$ cat src/hw/rot_defines.vh
// register map, field positions, reset values and timing constants
// assumes: included by the rotation clock and stride block; apb byte address = index * 4
// Functional notes
// - rotation enable bit 7 low gives landscape refresh, high gives rotated refresh.
// - with rotation on, variant bit 6 picks default (0) or alternate (1).
// - divider select acts only when rotated; landscape pixel clock equals base clock.
// - landscape memory clock follows clock configuration bit 5.
// - default rotated: select 0..3 gives pixel and memory clock base/1,2,4,8.
// - alternate rotated: pixel base/2,2,4,8 with memory base/1,1,2,4.
// - base clock is input clock, or input clock halved when config bit 4 set.
// - rotated refresh advances each line start address by the stride.
// - stride value zero means 256 bytes between lines.
// - nonzero stride value n means exactly n bytes between lines.
// - horizontal active width is (7-bit field + 1) * 8 pixels.
// - horizontal blanking width is (5-bit field + 4) * 8 pixels.
// - vertical active height is 10-bit split field plus one lines.
// - vertical blanking height equals the 6-bit field, no offset.
// - frame lasts (width + hblank) * (height + vblank) pixel clocks.
// - video inversion applies after the colour look-up table.
// - monochrome depths translate only through the green look-up table.
`ifndef ROT_DEFINES_VH
`define ROT_DEFINES_VH
// register indices
`define IDX_CLK_CFG 8'h02
`define IDX_HACT 8'h04
`define IDX_VACT_LO 8'h05
`define IDX_VACT_HI 8'h06
`define IDX_HBLANK 8'h08
`define IDX_VBLANK 8'h0a
`define IDX_ROT 8'h1b
`define IDX_STRIDE 8'h1c
`define IDX_TEST_A 8'h1e
`define IDX_TEST_B 8'h1f
`define IDX_DISP 8'h20
`define IDX_LUT_IDX 8'h21
`define IDX_LUT_DATA 8'h22
`define IDX_FRAME_SIZE 8'h23
`define IDX_LINE_ADDR 8'h24
`define IDX_START 8'h25
// field positions
`define ROT_EN_BIT 7
`define ROT_ALT_BIT 6
`define ROT_WMASK 8'hc3
`define CFG_BASE_HALF_BIT 4
`define CFG_MEM_HALF_BIT 5
`define DISP_INV_BIT 0
`define DISP_MONO_BIT 1
// reset values
`define REG8_RESET 8'h00
`define START_RESET 17'h00000
// timing
`define HBLANK_OFS 5'h04
`define STRIDE_ZERO 9'h100
`endif

$ cat src/hw/lut_mem.v
// sixteen-entry colour look-up table, 4 bits each of red, green, blue
// assumes: one clock, write and read in the same domain, read data registered
`timescale 1ns/1ns
module lut_mem (
  input wire clk,
  input wire rst_n,
  input wire clk_en,
  input wire we,
  input wire [3:0] waddr,
  input wire [11:0] wdata,
  input wire [3:0] raddr,
  output wire [11:0] rdata
);
  reg [11:0] mem [0:15];
  reg [11:0] rdata_q;

  // table write port
  always @(posedge clk) begin
    if (clk_en && we) begin
      mem[waddr] <= wdata;
    end
  end

  // registered read port
  always @(posedge clk or negedge rst_n) begin
    if (!rst_n) begin
      rdata_q <= 12'h000;
    end else if (clk_en) begin
      rdata_q <= mem[raddr];
    end
  end

  assign rdata = rdata_q;
endmodule // lut_mem

$ cat src/hw/rotation_clock_stride_timing.v
// rotated refresh mode select, pixel/memory clock enables, line stride, frame timing, lut path
// assumes: apb master on pclk; refresh path on pclk consumes the enables and line address
`timescale 1ns/1ns
`include "rot_defines.vh"
module rotation_clock_stride_timing (
  input wire pclk,
  input wire presetn,
  input wire clk_en,
  input wire psel,
  input wire penable,
  input wire pwrite,
  input wire [9:0] paddr,
  input wire [31:0] pwdata,
  output wire pready,
  output wire [31:0] prdata,
  output wire pslverr,
  input wire pixel_valid,
  input wire [3:0] pixel_in,
  output wire base_clk_en,
  output wire pixel_clk_en,
  output wire mem_clk_en,
  output wire [1:0] refresh_mode,
  output wire [8:0] line_stride,
  output wire [16:0] line_addr,
  output wire line_pulse,
  output wire frame_pulse,
  output wire out_valid,
  output wire [3:0] red_out,
  output wire [3:0] green_out,
  output wire [3:0] blue_out
);
  localparam MODE_LAND = 2'b00;
  localparam MODE_DEF = 2'b01;
  localparam MODE_ALT = 2'b10;

  // decode of mapped register indices
  function mapped;
    input [7:0] i;
    begin
      case (i)
        `IDX_CLK_CFG, `IDX_HACT, `IDX_VACT_LO, `IDX_VACT_HI, `IDX_HBLANK,
        `IDX_VBLANK, `IDX_ROT, `IDX_STRIDE, `IDX_TEST_A, `IDX_TEST_B,
        `IDX_DISP, `IDX_LUT_IDX, `IDX_LUT_DATA, `IDX_FRAME_SIZE,
        `IDX_LINE_ADDR, `IDX_START: mapped = 1'b1;
        default: mapped = 1'b0;
      endcase
    end
  endfunction

  // one tick every 2**lg base ticks
  function div_tick;
    input [2:0] cnt;
    input [1:0] lg;
    begin
      case (lg)
        2'd0: div_tick = 1'b1;
        2'd1: div_tick = (cnt[0] == 1'b0);
        2'd2: div_tick = (cnt[1:0] == 2'b00);
        default: div_tick = (cnt == 3'b000);
      endcase
    end
  endfunction

  // apb slave state and software registers
  reg pready_q;
  reg [31:0] prdata_q;
  reg pslverr_q;
  reg [7:0] clk_cfg_q;
  reg [6:0] hact_q;
  reg [7:0] vact_lo_q;
  reg [1:0] vact_hi_q;
  reg [4:0] hblank_q;
  reg [5:0] vblank_q;
  reg [7:0] rot_q;
  reg [7:0] stride_q;
  reg [1:0] disp_q;
  reg [3:0] lut_idx_q;
  reg [16:0] start_q;

  // base divider and clock enable outputs
  reg base_phase_q;
  reg [2:0] div_cnt_q;
  reg base_en_q;
  reg pix_en_q;
  reg mem_en_q;
  reg [1:0] mode_q;
  reg [8:0] stride_out_q;

  // frame geometry and refresh counters
  reg [10:0] h_total_q;
  reg [10:0] v_total_q;
  reg [20:0] frame_size_q;
  reg [10:0] hcnt_q;
  reg [10:0] vcnt_q;
  reg [16:0] line_addr_q;
  reg line_q;
  reg frame_q;

  // pixel output stage
  reg lut_v_q;
  reg out_v_q;
  reg [3:0] red_q;
  reg [3:0] green_q;
  reg [3:0] blue_q;

  // combinational next values
  reg [31:0] rd_d;
  reg [1:0] mode_d;
  reg [1:0] pix_lg_d;
  reg [1:0] mem_lg_d;

  // bus decode; a write lands only with pready high
  wire [7:0] idx = paddr[9:2];
  wire acc = psel & penable;
  wire wr_en = acc & pready_q & pwrite;
  wire lut_we = wr_en & (idx == `IDX_LUT_DATA);
  wire [11:0] lut_rd;
  wire rot_en = rot_q[`ROT_EN_BIT];
  wire rot_alt = rot_q[`ROT_ALT_BIT];
  wire [1:0] sel = rot_q[1:0];
  // frame geometry in pixels and lines
  wire [10:0] h_act = {1'b0, hact_q, 3'b000} + 11'h008;
  wire [10:0] h_blk = {3'b000, hblank_q, 3'b000} + {3'b000, `HBLANK_OFS, 3'b000};
  wire [10:0] v_act = {1'b0, vact_hi_q, vact_lo_q} + 11'h001;
  wire [10:0] v_blk = {5'h00, vblank_q};
  // zero stands for a full 256-byte line, hence nine bits
  wire [8:0] stride_d = (stride_q == 8'h00) ? `STRIDE_ZERO : {1'b0, stride_q};
  wire base_tick = ~clk_cfg_q[`CFG_BASE_HALF_BIT] | base_phase_q;
  // one shared counter keeps pixel and memory pulses aligned
  wire pix_tick = base_tick & div_tick(div_cnt_q, pix_lg_d);
  wire mem_tick = base_tick & div_tick(div_cnt_q, mem_lg_d);
  wire h_end = (hcnt_q >= h_total_q - 11'h001);
  wire v_end = (vcnt_q >= v_total_q - 11'h001);
  // product is one bit wider than the size register; the top bit never sets
  wire [21:0] frame_prod = h_total_q * v_total_q;

  // read data mux; factory test registers read as zero
  always @* begin
    rd_d = 32'h00000000;
    case (idx)
      `IDX_CLK_CFG: rd_d = {24'h000000, clk_cfg_q};
      `IDX_HACT: rd_d = {25'h0000000, hact_q};
      `IDX_VACT_LO: rd_d = {24'h000000, vact_lo_q};
      `IDX_VACT_HI: rd_d = {30'h00000000, vact_hi_q};
      `IDX_HBLANK: rd_d = {27'h0000000, hblank_q};
      `IDX_VBLANK: rd_d = {26'h0000000, vblank_q};
      `IDX_ROT: rd_d = {24'h000000, rot_q};
      `IDX_STRIDE: rd_d = {24'h000000, stride_q};
      `IDX_DISP: rd_d = {30'h00000000, disp_q};
      `IDX_LUT_IDX: rd_d = {28'h0000000, lut_idx_q};
      `IDX_FRAME_SIZE: rd_d = {11'h000, frame_size_q};
      `IDX_LINE_ADDR: rd_d = {15'h0000, line_addr_q};
      `IDX_START: rd_d = {15'h0000, start_q};
      default: rd_d = 32'h00000000;
    endcase
  end

  // refresh variant and divider exponents from the rotation register
  always @* begin
    if (!rot_en) begin
      mode_d = MODE_LAND;
      pix_lg_d = 2'd0;
      mem_lg_d = {1'b0, clk_cfg_q[`CFG_MEM_HALF_BIT]};
    end else if (!rot_alt) begin
      mode_d = MODE_DEF;
      pix_lg_d = sel;
      mem_lg_d = sel;
    end else begin
      mode_d = MODE_ALT;
      pix_lg_d = (sel == 2'd0) ? 2'd1 : sel;
      mem_lg_d = (sel == 2'd0) ? 2'd0 : sel - 2'd1;
    end
  end

  // apb slave: one wait state, write lands on the edge pready is sampled high
  // pready drops after every access, so back-to-back transfers keep the wait state
  always @(posedge pclk or negedge presetn) begin
    if (!presetn) begin
      pready_q <= 1'b0;
      prdata_q <= 32'h00000000;
      pslverr_q <= 1'b0;
      clk_cfg_q <= `REG8_RESET;
      hact_q <= 7'h00;
      vact_lo_q <= `REG8_RESET;
      vact_hi_q <= 2'b00;
      hblank_q <= 5'h00;
      vblank_q <= 6'h00;
      rot_q <= `REG8_RESET;
      stride_q <= `REG8_RESET;
      disp_q <= 2'b00;
      lut_idx_q <= 4'h0;
      start_q <= `START_RESET;
    end else if (clk_en) begin
      pready_q <= acc & ~pready_q;
      if (acc && !pready_q) begin
        prdata_q <= pwrite ? 32'h00000000 : rd_d;
        pslverr_q <= ~mapped(idx);
      end
      if (wr_en) begin
        case (idx)
          `IDX_CLK_CFG: clk_cfg_q <= pwdata[7:0];
          `IDX_HACT: hact_q <= pwdata[6:0];
          `IDX_VACT_LO: vact_lo_q <= pwdata[7:0];
          `IDX_VACT_HI: vact_hi_q <= pwdata[1:0];
          `IDX_HBLANK: hblank_q <= pwdata[4:0];
          `IDX_VBLANK: vblank_q <= pwdata[5:0];
          `IDX_ROT: rot_q <= pwdata[7:0] & `ROT_WMASK;
          `IDX_STRIDE: stride_q <= pwdata[7:0];
          `IDX_DISP: disp_q <= pwdata[1:0];
          `IDX_LUT_IDX: lut_idx_q <= pwdata[3:0];
          `IDX_START: start_q <= pwdata[16:0];
          default: ;
        endcase
      end
    end
  end

  // base divider and aligned pixel/memory clock enables
  // clk_en low holds every register, so a frozen enable pulse may stay high
  always @(posedge pclk or negedge presetn) begin
    if (!presetn) begin
      base_phase_q <= 1'b0;
      div_cnt_q <= 3'b000;
      base_en_q <= 1'b0;
      pix_en_q <= 1'b0;
      mem_en_q <= 1'b0;
      mode_q <= MODE_LAND;
      stride_out_q <= `STRIDE_ZERO;
    end else if (clk_en) begin
      base_phase_q <= ~base_phase_q;
      if (base_tick) begin
        div_cnt_q <= div_cnt_q + 3'b001;
      end
      base_en_q <= base_tick;
      pix_en_q <= pix_tick;
      mem_en_q <= mem_tick;
      mode_q <= mode_d;
      stride_out_q <= stride_d;
    end
  end

  // frame geometry totals
  always @(posedge pclk or negedge presetn) begin
    if (!presetn) begin
      h_total_q <= 11'h000;
      v_total_q <= 11'h000;
      frame_size_q <= 21'h000000;
    end else if (clk_en) begin
      h_total_q <= h_act + h_blk;
      v_total_q <= v_act + v_blk;
      frame_size_q <= frame_prod[20:0];
    end
  end

  // pixel and line counters, line start address walk
  // the >= compare lets the counters wrap when the geometry shrinks mid-frame
  always @(posedge pclk or negedge presetn) begin
    if (!presetn) begin
      hcnt_q <= 11'h000;
      vcnt_q <= 11'h000;
      line_addr_q <= `START_RESET;
      line_q <= 1'b0;
      frame_q <= 1'b0;
    end else if (clk_en) begin
      line_q <= 1'b0;
      frame_q <= 1'b0;
      if (pix_tick) begin
        if (!h_end) begin
          hcnt_q <= hcnt_q + 11'h001;
        end else begin
          hcnt_q <= 11'h000;
          line_q <= 1'b1;
          if (v_end) begin
            vcnt_q <= 11'h000;
            frame_q <= 1'b1;
            line_addr_q <= start_q;
          end else begin
            vcnt_q <= vcnt_q + 11'h001;
            if (rot_en) begin
              line_addr_q <= line_addr_q + {8'h00, stride_d};
            end else begin
              line_addr_q <= line_addr_q + {6'h00, h_act};
            end
          end
        end
      end
    end
  end

  // output stage after the look-up table
  // inversion sits behind the table, so inverted colours need no second table
  always @(posedge pclk or negedge presetn) begin
    if (!presetn) begin
      lut_v_q <= 1'b0;
      out_v_q <= 1'b0;
      red_q <= 4'h0;
      green_q <= 4'h0;
      blue_q <= 4'h0;
    end else if (clk_en) begin
      lut_v_q <= pixel_valid;
      out_v_q <= lut_v_q;
      if (disp_q[`DISP_MONO_BIT]) begin
        red_q <= lut_rd[7:4] ^ {4{disp_q[`DISP_INV_BIT]}};
        blue_q <= lut_rd[7:4] ^ {4{disp_q[`DISP_INV_BIT]}};
      end else begin
        red_q <= lut_rd[11:8] ^ {4{disp_q[`DISP_INV_BIT]}};
        blue_q <= lut_rd[3:0] ^ {4{disp_q[`DISP_INV_BIT]}};
      end
      green_q <= lut_rd[7:4] ^ {4{disp_q[`DISP_INV_BIT]}};
    end
  end

  // colour table, read data registered inside
  lut_mem u_lut (
    .clk(pclk),
    .rst_n(presetn),
    .clk_en(clk_en),
    .we(lut_we),
    .waddr(lut_idx_q),
    .wdata(pwdata[11:0]),
    .raddr(pixel_in),
    .rdata(lut_rd)
  );

  // every output comes straight from a register
  assign pready = pready_q;
  assign prdata = prdata_q;
  assign pslverr = pslverr_q;
  assign base_clk_en = base_en_q;
  assign pixel_clk_en = pix_en_q;
  assign mem_clk_en = mem_en_q;
  assign refresh_mode = mode_q;
  assign line_stride = stride_out_q;
  assign line_addr = line_addr_q;
  assign line_pulse = line_q;
  assign frame_pulse = frame_q;
  assign out_valid = out_v_q;
  assign red_out = red_q;
  assign green_out = green_q;
  assign blue_out = blue_q;
endmodule // rotation_clock_stride_timing

$ cat config.mk
export PLATFORM = sky130hd
export DESIGN_NAME = rotation_clock_stride_timing
export DESIGN_NICKNAME = d
export VERILOG_FILES = /design/src/hw/lut_mem.v /design/src/hw/rotation_clock_stride_timing.v
export VERILOG_INCLUDE_DIRS = /design/src /design/src/hw
export SDC_FILE = /design/constraint.sdc
export NUM_CORES = 1
export LEC_CHECK = 0
export BUFFER_PORTS_ARGS = -buffer_cell sky130_fd_sc_hd__buf_2
export CAP_MARGIN = 20
export CORE_MARGIN = 10
export CORE_UTILIZATION = 40
export CTS_CLUSTER_DIAMETER = 150
export DETAILED_ROUTE_END_ITERATION = 6
export GPL_TIMING_DRIVEN = 0
export SLEW_MARGIN = 20
export SYNTH_ARGS = -nofsm -noshare
export SYNTH_HDL_FRONTEND = slang
export SYNTH_HIERARCHICAL = 1
export SYNTH_SLANG_ARGS = --single-unit
$ cat constraint.sdc
create_clock -name pclk -period 7.3 [get_ports pclk]
set_input_delay 0.365 -clock pclk [delete_from_list [all_inputs] [get_ports pclk]]
set_output_delay 0.365 -clock pclk [all_outputs]
set_load 0.03 [all_outputs]
==> metrics <==
status finished, final reports clean; largest net degree at the start of global routing 91; GRT Overall Usage 20.0%; Final setup viols 0; synth top area cells edfxtp_1 25%, dfrtp_1 24%, ha_1 6.2%, mux2_2 5.2%, fa_1 4.9%; WL final 66700 um; critical path startpoint category flop; Layout Area Growth over Synthesis 13.9%; fin. max-slew vios 0; fin crit period 5.92 ns; Post-Route Skew 0.0129 ns; Slew Limit Headroom 25.0%; Synth Area in XOR/XNOR 2.74%; HPWL Detailed 49100 um; worst-path fanout max 10; Std-Cell Rows 87; Fin Setup TNS 0 ns; post-CTS sizing 0; initial antenna violation count 3; Synth Flop Type dfrtp_1; synth warn 6; register area share after synthesis 49.2%; via/cell ratio 5.60; CTS Buf Count 43; Synth Area in Compound Gates 10.9%; Peak VDD IR 0.000180 V; Hold Crit Class primary input to flop; post-route cell area 25800 um2; DP Area 24300 um2; Power Total 5.54 mW; max-cap viol count 0; Post-Synth Simple-Gate Area 10.1%; Core Util, Final 45.9%; Starting Density 40.3%; die area 66600 um2; htree depth 2; first-pass GRT wire length 102000 um; PD cells 214 nW/um2; vias in the first global route 16.4k; reg2reg setup slack 1.38 ns; Wirelength per Cell 23.7 um; Synth area leader edfxtp_1; post-synthesis mux area share 11.4%; number of routed nets with antenna violations 0; Root Buffer Master clkbuf_16; critical path endpoint category flop; number of synthesized register bits 408; Clock transition at path regs 0.06 ns; DIE WIDTH 258 um; worst skew pair latency 0.57 ns; ys async rst share 52.9%; drt initial violations 1471; # IOs 133; arrival time worst endpoint 6.37 ns; GRT Residual Overflow 0; Die Ht 258 um; CORE AREA 56300 um2; EDFF count, synth 192; ratio of cells with drive above 1 in the final layout 20.1%; Crit Path Category flop to flop; largest family of logic cells by synthesized area multiplexers; routed vias 15.7k; DRC viols 0; I/O Buffers 101; post-synthesis cell area 22700 um2; Max Root-Sink Buffers 3; Post-Syn Instances 1851; CTS tree done; reg2reg start h_total_q[6]; CTS sink cnt 408; RSZ-0062 raised after global routing no; Synth top area share 25.4%; Final #Nets 2239; drt pass-1 iters 5; Fin Hold WS 0.0284 ns; Synth Area in Adders 11.2%; Final Cycle Share 81.2%; Avg Inst Size Synth 12.3 um2; fmax 0.169 GHz; min-delay src pixel_valid; worst slew pin tran 1.12 ns; Cell variety after synth 82; Data required, critical path 7.75 ns; GP Congestion 0.913; Hold Violations, Final 0; leakage 11.0 nW; critical path startpoint h_total_q[6]
area by class of cell:
type,instances,area (um2)
inverter,119,447
clock buffer,60,1240
antenna,2,5.00
fill,5060,30400
timing repair buffer,111,644
multi-input combinational,1225,10600
buffer,109,568
tap,756,946
sequential,408,11200
clock inverter,17,229
kinds of logic after synthesis:
family          Yosys count
simple gates            455
flops                   408
compound gates          338
buf+inv                 228
mux                     181
fa+ha+maj               169
xor+xnor                 71
other cells               1
cells in the final DEF, fill, tap and decap left out, types with 10 or more instances in the layout:
cell       netlist  final
nand4_1         15     15
nand2b_1        11     11
xor2_1          20     20
clkbuf_8         0     10
a211oi_1        14     14
dfrtp_1        215    215
inv_1          118    118
nor3_1          29     25
o21a_1          11     11
and3_1          14     14
mux4_2          39     39
a21o_1          21     21
conb_1           1     11
buf_4           17     21
fa_1            56     56
a22o_1          28     28
edfxtp_1       192    192
xnor2_1         51     51
o211ai_1        10     10
nor2b_1         12     12
buf_2           18    118
nand3_1         44     44
a221oi_2        12     12
and2_1          63     63
a21oi_1         56     56
nor2_1          84     75
nand2_1        139    139
mux2_2         104    104
o21ai_0         68     68
clkbuf_16        0     43
a22oi_1         17     17
mux2i_1         29     29
clkbuf_1        58     65
ha_1           113    113
or3_1           10     10
state kept, by name (all words and copies together) (netlist names), 7 cells and up:
name / flops
v_total_q: 11
line_stride: 9
clk_cfg_q: 8
stride_q: 8
hcnt_q: 11
hact_q: 7
vact_lo_q: 8
u_lut/mem: 192
h_total_q: 8
prdata: 21
u_lut/rdata: 12
vcnt_q: 11
line_addr: 17
start_q: 17
frame_size_q: 18
routing by layer:
layer  wire length (um)  vias up  global-route usage [%]
li1                   -     7113                       -
met1              30400     8028                    27.6
met2              30000      476                    30.8
met3               4110      109                    4.14
met4               2130        2                    6.78
met5                  9        -                       0
cells in the mapped netlist, types with 9 or more instances:
cell	number
mux2_2	104
mux2i_1	29
mux4_1	9
a22o_1	28
o21a_1	11
edfxtp_1	192
buf_4	17
nand2_1	139
fa_1	56
a211oi_1	14
nand3_1	44
clkbuf_1	58
nand4_1	15
ha_1	113
and2_1	63
xor2_1	20
buf_2	18
inv_1	118
nor2_1	84
nor3_1	29
a21o_1	21
o21ai_0	68
and3_1	14
or3_1	10
xnor2_1	51
dfrtp_1	215
o31ai_1	9
mux4_2	39
nor2b_1	12
a21oi_1	56
a22oi_1	17
nand2b_1	11
a221oi_2	12
o211ai_1	10
metrics by stage:
step | worst slack, ns | cells
after global routing | 1.15 | 2806
final | 1.38 | 2807
after CTS | 1.37 | 2805
after floorplan | 2.28 | 1861
after global placement | 1.48 | 2718
after detailed placement | 1.42 | 2727
power breakdown:
part	total [mW]	internal, mW	switching [mW]
clock network	2.27	1.36	0.910
logic	0.671	0.250	0.421
registers	2.59	2.49	0.101
critical path, stage by stage (launching register included):
cell	delay [ns]
dfrtp_1	0.48
clkbuf_1	0.59
nand2_1	0.19
fa_1	0.54
fa_1	0.51
inv_1	0.04
ha_1	0.31
fa_1	0.54
inv_1	0.06
fa_1	0.55
inv_1	0.05
ha_1	0.36
nand3_1	0.11
a21oi_1	0.07
o311ai_0	0.62
a21boi_0	0.21
or3_1	0.35
a31o_2	0.24
final timing paths:
path	to	cells after the start
max	frame_size_q[18]	17
max reg2reg	frame_size_q[18]	17
max in group asynchronous	clk_cfg_q[7]	3
min	lut_v_q	2
min reg2reg	base_phase_q	1
min in group asynchronous	frame_size_q[17]	2
repair_timing:
item,in CTS,in global routing
hold buffers,1,0
setup buffers,0,0
hold endpoints to repair,46,0
No activity file was read; power rests on OpenSTA's default activity.
